## src/common/lpm_pkg.sv

```systemverilog
// Purpose: constants and carrier types for the led select / power mode block
// Assumes: 8-bit host register port, one 200 MHz clock
// Notes: bit positions follow the power and led configuration register layout
package lpm_pkg;
    localparam logic [7:0] CFG_RESET = 8'h00;
    localparam int BIT_LED12_SEL = 5;
    localparam int BIT_LED0_SEL = 4;
    localparam int BIT_RESERVED = 3;
    localparam int BIT_SLEEP = 2;
    localparam int BIT_POWER_DOWN = 1;
    localparam int BIT_INACTIVE = 0;
    localparam logic [7:0] HALT_CODE_RUN = 8'h52;
    localparam logic [7:0] HALT_CODE_HALT = 8'h48;
    localparam logic [1:0] EEPROM_MODE_CFG = 2'h3;

    typedef enum logic [1:0] {LPM_MODE_OFF, LPM_MODE_RUN, LPM_MODE_HALT} lpm_mode_t;

    // network status inputs feeding the led selection
    typedef struct packed {
        logic collision;
        logic link;
        logic receive;
        logic transmit;
        logic carrier_sense;
        logic coax;
    } lpm_status_t;

    // led pin drive, active low leds
    typedef struct packed {
        logic led0;
        logic led1;
        logic led2;
        logic coax_indicator_led;
    } lpm_leds_t;
endpackage

```

## src/rtl/lpm_power_led_ctrl.sv

```systemverilog
// Purpose: power and led configuration register, sleep / power-down, led mux
// Assumes: host register strobes are synchronous to clk; status inputs are
//          asynchronous and synchronised here
// Notes: the clock halt itself is signalled out; the clock gate sits elsewhere
//        and must keep the halt register path alive while stopped
//        the led pins are active low: a forced high level means dark

module lpm_power_led_ctrl (
    input wire logic clk, // 200 mhz system clock
    input wire logic rst, // asynchronous reset, active high
    input wire logic cfg_write, // one-cycle write strobe to configuration reg
    input wire logic [7:0] cfg_wdata, // data for configuration write
    output logic [7:0] cfg_rdata, // configuration register read value
    input wire logic halt_write, // one-cycle write strobe to halt register
    input wire logic [7:0] halt_wdata, // data for halt register write
    input wire logic group1_req, // host access to group one register
    input wire logic group1_is_halt, // that access targets the halt register
    input wire logic boot_rom_req, // host boot rom memory read
    output logic group1_grant, // access may proceed
    output logic boot_rom_grant, // boot rom read may proceed
    input wire logic pnp_activate, // pnp activate register bit 0
    input wire logic eeprom_mode_select_high, // eeprom mode bit 1
    input wire logic eeprom_mode_select_low, // eeprom mode bit 0
    input wire logic power_down_init, // power-down start value at load
    input wire logic power_down_init_load, // one-cycle load of power-down
    input wire logic dma_active, // local dma in progress
    input wire lpm_pkg::lpm_status_t status_in, // raw network status pins
    output lpm_pkg::lpm_leds_t leds, // led pin drive
    output logic sram_standby_select, // sram chip select, low selects
    output logic network_enable, // serial interface and transceiver on
    output logic clock_halt_req, // request internal clock stop
    output lpm_pkg::lpm_mode_t power_mode // current power-down mode
);
    // host visible configuration state
    logic [1:0] led_sel;
    logic [1:0] next_led_sel;
    logic sleep;
    logic next_sleep;
    logic power_down;
    logic next_power_down;
    lpm_pkg::lpm_mode_t mode;
    lpm_pkg::lpm_mode_t next_mode;
    // status pin synchroniser stages
    lpm_pkg::lpm_status_t sync1;
    lpm_pkg::lpm_status_t sync2;
    lpm_pkg::lpm_status_t next_sync1;
    lpm_pkg::lpm_status_t next_sync2;
    // led and sram select drive
    lpm_pkg::lpm_leds_t next_leds;
    logic next_standby;
    // decoded conditions
    logic eeprom_cfg;
    logic inactive_flag;
    logic halted;

    // both eeprom mode bits high is the only state that unlocks the power bits
    assign eeprom_cfg = {eeprom_mode_select_high, eeprom_mode_select_low}
        == lpm_pkg::EEPROM_MODE_CFG;
    // activation is owned by the pnp logic; this block only mirrors it
    assign inactive_flag = ~pnp_activate;
    assign halted = (mode == lpm_pkg::LPM_MODE_HALT);

    // register updates; reserved bit is simply not stored
    always_comb
    begin
        next_led_sel = led_sel;
        next_sleep = sleep;
        next_power_down = power_down;
        next_mode = mode;
        // eeprom load of the power-down start value
        if (power_down_init_load)
        begin
            next_power_down = power_down_init;
        end
        // config register sits in group one, so it is gated like the rest
        if (cfg_write && !inactive_flag && !halted)
        begin
            // led selects are taken even while the power bits are locked
            next_led_sel = {cfg_wdata[lpm_pkg::BIT_LED12_SEL],
                cfg_wdata[lpm_pkg::BIT_LED0_SEL]};
            // a locked write leaves sleep and power-down untouched
            if (eeprom_cfg)
            begin
                next_sleep = cfg_wdata[lpm_pkg::BIT_SLEEP];
                next_power_down = cfg_wdata[lpm_pkg::BIT_POWER_DOWN];
            end
        end
        // halt register stays live when inactive so a halted part can wake
        if (halt_write && power_down)
        begin
            unique case (halt_wdata)
                lpm_pkg::HALT_CODE_RUN:
                begin
                    next_mode = lpm_pkg::LPM_MODE_RUN;
                end
                lpm_pkg::HALT_CODE_HALT:
                begin
                    next_mode = lpm_pkg::LPM_MODE_HALT;
                end
                default:
                begin
                    next_mode = mode; // any other code is ignored
                end
            endcase
        end
        // leaving power-down drops back to normal; a fresh power-down starts
        // with the clock running, the only mode that cannot strand the part
        if (!next_power_down)
        begin
            next_mode = lpm_pkg::LPM_MODE_OFF;
        end
        else if (mode == lpm_pkg::LPM_MODE_OFF && next_mode == lpm_pkg::LPM_MODE_OFF)
        begin
            next_mode = lpm_pkg::LPM_MODE_RUN;
        end
    end

    // register state; nothing but the clock and reset moves these
    always_ff @(posedge clk or posedge rst)
    begin
        if (rst)
        begin
            led_sel <= 2'h0;
            sleep <= 1'b0;
            power_down <= 1'b0;
            mode <= lpm_pkg::LPM_MODE_OFF;
        end
        else
        begin
            led_sel <= next_led_sel;
            sleep <= next_sleep;
            power_down <= next_power_down;
            mode <= next_mode;
        end
    end

    // two-stage synchroniser for pin status; the pins run free of clk, so
    // only the second stage may feed the led mux
    always_comb
    begin
        next_sync1 = status_in;
        next_sync2 = sync1;
    end

    // synchroniser stages
    always_ff @(posedge clk or posedge rst)
    begin
        if (rst)
        begin
            sync1 <= '0;
            sync2 <= '0;
        end
        else
        begin
            sync1 <= next_sync1;
            sync2 <= next_sync2;
        end
    end

    // led mux; leds are active low so forcing high turns them off
    always_comb
    begin
        next_standby = ~dma_active;
        next_leds.led0 = led_sel[0] ? ~sync2.link : ~sync2.collision;
        next_leds.led1 = led_sel[1] ? ~sync2.carrier_sense : ~sync2.receive;
        next_leds.led2 = led_sel[1] ? next_standby : ~sync2.transmit;
        next_leds.coax_indicator_led = ~sync2.coax;
        if (sleep || power_down)
        begin
            next_leds.led0 = 1'b1;
            next_leds.led1 = 1'b1;
            next_leds.led2 = 1'b1;
        end
        if (power_down)
        begin
            next_leds.coax_indicator_led = 1'b0;
        end
    end

    // led pins come from flops so they never glitch while the mux settles
    always_ff @(posedge clk or posedge rst)
    begin
        if (rst)
        begin
            leds <= '1;
            sram_standby_select <= 1'b1;
        end
        else
        begin
            leds <= next_leds;
            sram_standby_select <= next_standby;
        end
    end

    // sleep leaves the network alone; only power-down turns it off
    assign network_enable = ~power_down;
    assign clock_halt_req = halted;
    assign power_mode = mode;
    // the halt register stays reachable in every state so a halted part can wake
    assign group1_grant = group1_req
        && (group1_is_halt || (!inactive_flag && !halted));
    assign boot_rom_grant = boot_rom_req && !inactive_flag && !halted;
    // reserved bit reads zero; activation itself lives in pnp logic
    assign cfg_rdata = {2'h0, led_sel[1], led_sel[0], 1'b0, sleep, power_down,
        inactive_flag};
endmodule

```

## config.mk

```make
export PLATFORM = sky130hd
export DESIGN_NAME = lpm_power_led_ctrl
export DESIGN_NICKNAME = d
export VERILOG_FILES = /design/src/common/lpm_pkg.sv /design/src/rtl/lpm_power_led_ctrl.sv
export SDC_FILE = /design/constraint.sdc
export NUM_CORES = 1
export LEC_CHECK = 0
export ABC_AREA = 1
export BUFFER_PORTS_ARGS = -buffer_cell sky130_fd_sc_hd__buf_2
export CELL_PAD_IN_SITES_DETAIL_PLACEMENT = 0
export CELL_PAD_IN_SITES_GLOBAL_PLACEMENT = 1
export CORE_AREA = 4 4 64 66
export DETAILED_ROUTE_END_ITERATION = 10
export DIE_AREA = 0 0 68 70
export PLACE_DENSITY_LB_ADDON = 0.1
export SYNTH_ARGS = -nofsm -noshare
export SYNTH_HDL_FRONTEND = slang
export SYNTH_SLANG_ARGS = --single-unit
```

## constraint.sdc

```tcl
create_clock -name clk -period 1.1 [get_ports clk]
set_clock_uncertainty 0.1 [all_clocks]
set_input_delay 0.055 -clock clk [delete_from_list [all_inputs] [get_ports clk]]
set_output_delay 0.055 -clock clk [all_outputs]
set_load 0.005 [all_outputs]
```

==> impl_metrics.py <==
metrics = {
    "outcome": {
        "outcome": "finished, violations left",
        "violations": "hold timing, setup timing",
    },
    "placement": {
        "place_ws_ns": -0.05419,
        "gp_congestion": 0.6821,
        "numPortBuffers": 46,
        "dp_cells": 187,
        "place_hpwl_mm": 1.511,
    },
    "sta": {
        "period_needed_ns": 1.347,
        "fin_ws_ns": -0.2473,
        "setup_viol": 15,
        "setup-tns-final_ns": -2.118,
        "period_share": 1.225,
        "drv_slew": 0,
        "hold_viol": 1,
        "holdWs_ns": -0.007199,
        "rsz0062_at_grt": "true",
        "clock.fmax_mhz": 742.2,
    },
    "clock_tree": {
        "cts_max_level": 1,
        "cts.reportedPaths.clkPinSlew_ns": 0.13,
        "clock-sinks": 23,
        "cts_tree": "done",
        "numCtsBuffers": 3,
        "root_buffer": "clkbuf_4",
        "clockBufferDepth": 2,
        "clk_latency_ns": 0.31,
    },
    "final_layout": {
        "seq_area_um2": 583.1,
        "drive_gt1_frac": 0.5150,
        "multi_input_area_um2": 264.0,
        "fillers": 369,
        "nets": 203,
        "areaGrowthSynthToFinish_pct": 67.16,
        "antennaDiodeCount": 0,
        "fin_cells": 215,
    },
    "route": {
        "drtPass1Iterations": 2,
        "met3WireLength_um": 139,
        "top_layer_used": "met4",
        "post_drt_wl_per_cell_um": 9.819,
        "drc_errors": 0,
        "wl_met1_um": 889,
        "route.met2.wl_mm": 1.072,
        "via_count": 813,
        "viasPerCell": 3.781,
        "ant_nets": 0,
        "drt_first_iter_violations": 17,
        "wl_mm": 2.111,
    },
    "flow_run": {
        "max_cap_viol_count": 0,
    },
    "worst_setup_path": {
        "cp.arrival_ns": 1.45,
        "path_class": "reg2reg",
        "cp.required_ns": 1.21,
        "cp-start-kind": "register",
        "crit_path_cell_trace": "inv_1, nand2_2, buf_4, buf_6, nand2_4, mux2_4",
        "reg2reg_slack_ns": -0.25,
        "cp_num_buf_inv": 3,
        "endpoint_kind": "register",
        "critPathSlowestCell": "dfrtp_1",
        "cpPeakStageDelay_ns": 0.40,
        "worst-path-max-fanout": 3,
        "path_delay_family": "flip-flops",
    },
    "logic_synthesis": {
        "avgSynthCellArea_um2": 10.06,
        "synth_cell_type_count": 19,
        "synthTopCellsByArea": "dfrtp_1, dfstp_2, nand2_1",
        "yosysSeqAreaShare": 0.6284,
        "syn_inst": 92,
        "synth_top_area_frac": 0.4865,
        "ys.warnings.count": 0,
        "post-synth-top-area-cell": "dfrtp_1",
        "ys_ff_latch": 23,
        "syn_area_um2": 925.9,
    },
    "floorplan": {
        "die_area_um2": 4760,
        "die_w_um": 68,
        "fp.dieH_um": 70,
        "initial_core_util": 0.2587,
        "io_pins": 54,
        "rows": 22,
        "design.core.area_um2": 3578,
    },
    "grt": {
        "grt_overflow": 0,
        "antenna_found_initial": 0,
        "grt_pass1_vias": 814,
        "grt_pass1_wl_mm": 3.498,
        "grt_max_degree": 24,
        "track_usage": 0.09481,
    },
    "power": {
        "ir_drop_mv": 1.002,
        "power_w": 0.001727,
        "leakage_nw": 0.8107,
        "powerDensity_nw_per_um2": 1116,
    },
    "hold_path": {
        "min_path_type": "in2reg",
    },
}
[logic make-up (layout without fill, tap and decap cells)]
family,after synthesis,after routing,synth area share
buffers and inverters,23,96,0.1189
multiplexers,1,1,0.01621
flip-flops,23,23,0.6284
other,1,3,0.004050
AND/OR/NAND/NOR,35,35,0.1649
AO/OA/AOI/OAI,9,9,0.06756
[through the flow]
step,utilization,cell area [um2]
floorplan,-,933.4
global placement,0.3399,1216
detailed placement,0.3399,1216
CTS,0.4178,1495
global route,0.4325,1548
finish,0.4325,1548
[worst reg2reg max path, stage by stage, from the launching register on]
cell and delay (ns):
dfrtp_1 0.40, inv_1 0.06, nand2_2 0.06, buf_4 0.13
buf_6 0.11, nand2_4 0.09, mux2_4 0.29
[synthesized netlist by cell type]
cell      number
o21a_1         2
o21ai_0        1
nand2_1       17
buf_4          6
clkinv_2       1
nand2_2        2
nor2_2         1
dfrtp_1       18
nand3_1        2
dfstp_2        5
o211ai_1       2
inv_1         16
conb_1         1
a21oi_2        2
nand3b_1       1
nor2_1        11
a21oi_1        2
mux2_4         1
nand2_4        1
[registers in the layout (all words and copies together) (netlist names)]
name and cells:
led_sel 2, leds 4, next_sync2 6, power_down 1
power_mode 2, sleep 1, sram_standby_select 1, sync2 6
[cell usage in the layout (no fill, tap or decap), types with 2 or more instances in the layout]
master | synthesis | routed
buf_2 | 0 | 40
nand2_1 | 17 | 14
nand2_4 | 1 | 2
nand3_1 | 2 | 2
buf_6 | 0 | 12
inv_2 | 0 | 3
nor2_1 | 11 | 9
o21a_1 | 2 | 2
nor2_2 | 1 | 2
buf_4 | 6 | 8
conb_1 | 1 | 3
inv_1 | 16 | 13
dfstp_2 | 5 | 5
clkbuf_4 | 0 | 3
dfrtp_1 | 18 | 17
a21oi_1 | 2 | 2
nand2_2 | 2 | 4
o211ai_1 | 2 | 2
dlygate4sd3_1 | 0 | 15
a21oi_2 | 2 | 2
[metal layers]
| layer | global-route usage | vias up |
|---|---|---|
| met5 | 0 | - |
| met4 | 0.01987 | 0 |
| met3 | 0.02894 | 2 |
| met2 | 0.1585 | 25 |
| met1 | 0.1181 | 372 |
| li1 | - | 414 |
[path summary, 6_finish.rpt]
path,from,endpoint,cells after the start
worst min register to register,next_sync2[2]$_DFF_PP0_,sync2[2]$_DFF_PP0_,0
min in group asynchronous,rst,next_sync2[1]$_DFF_PP0_,4
worst max-delay path,power_mode[0]$_DFF_PP0_,led_sel[0]$_DFFE_PP0P_,6
worst min-delay path,power_down_init_load,power_down$_DFF_PP0_,5
max in group asynchronous,rst,sram_standby_select$_DFF_PP1_,4
worst max register to register,power_mode[0]$_DFF_PP0_,led_sel[0]$_DFFE_PP0P_,6
[report_power, final]
part / total [W] / internal, W / switching (W)
logic: 0.000362 / 0.000219 / 0.000143
clock network: 0.000395 / 0.000139 / 0.000257
registers: 0.000970 / 0.000929 / 0.0000413
[cell type report]
| cell class | instances | share of cell area |
|---|---|---|
| Sequential cell | 23 | 0.3767 |
| Timing Repair Buffer | 75 | 0.3525 |
| Multi-Input combinational cell | 48 | 0.1706 |
| Inverter | 17 | 0.04204 |
| Tap cell | 48 | 0.03880 |
| Clock buffer | 3 | 0.01455 |
| Clock inverter | 1 | 0.004850 |
[timing repair]
action	4_1_cts	5_1_grt
hold buffers	15	0
gates cloned	0	0
endpoints found under the hold margin	37	0
gates resized for setup	12	11
pin swaps	1	4
buffers inserted	7	2
setup endpoints to repair	16	21
(Power assumes the default switching activity.)
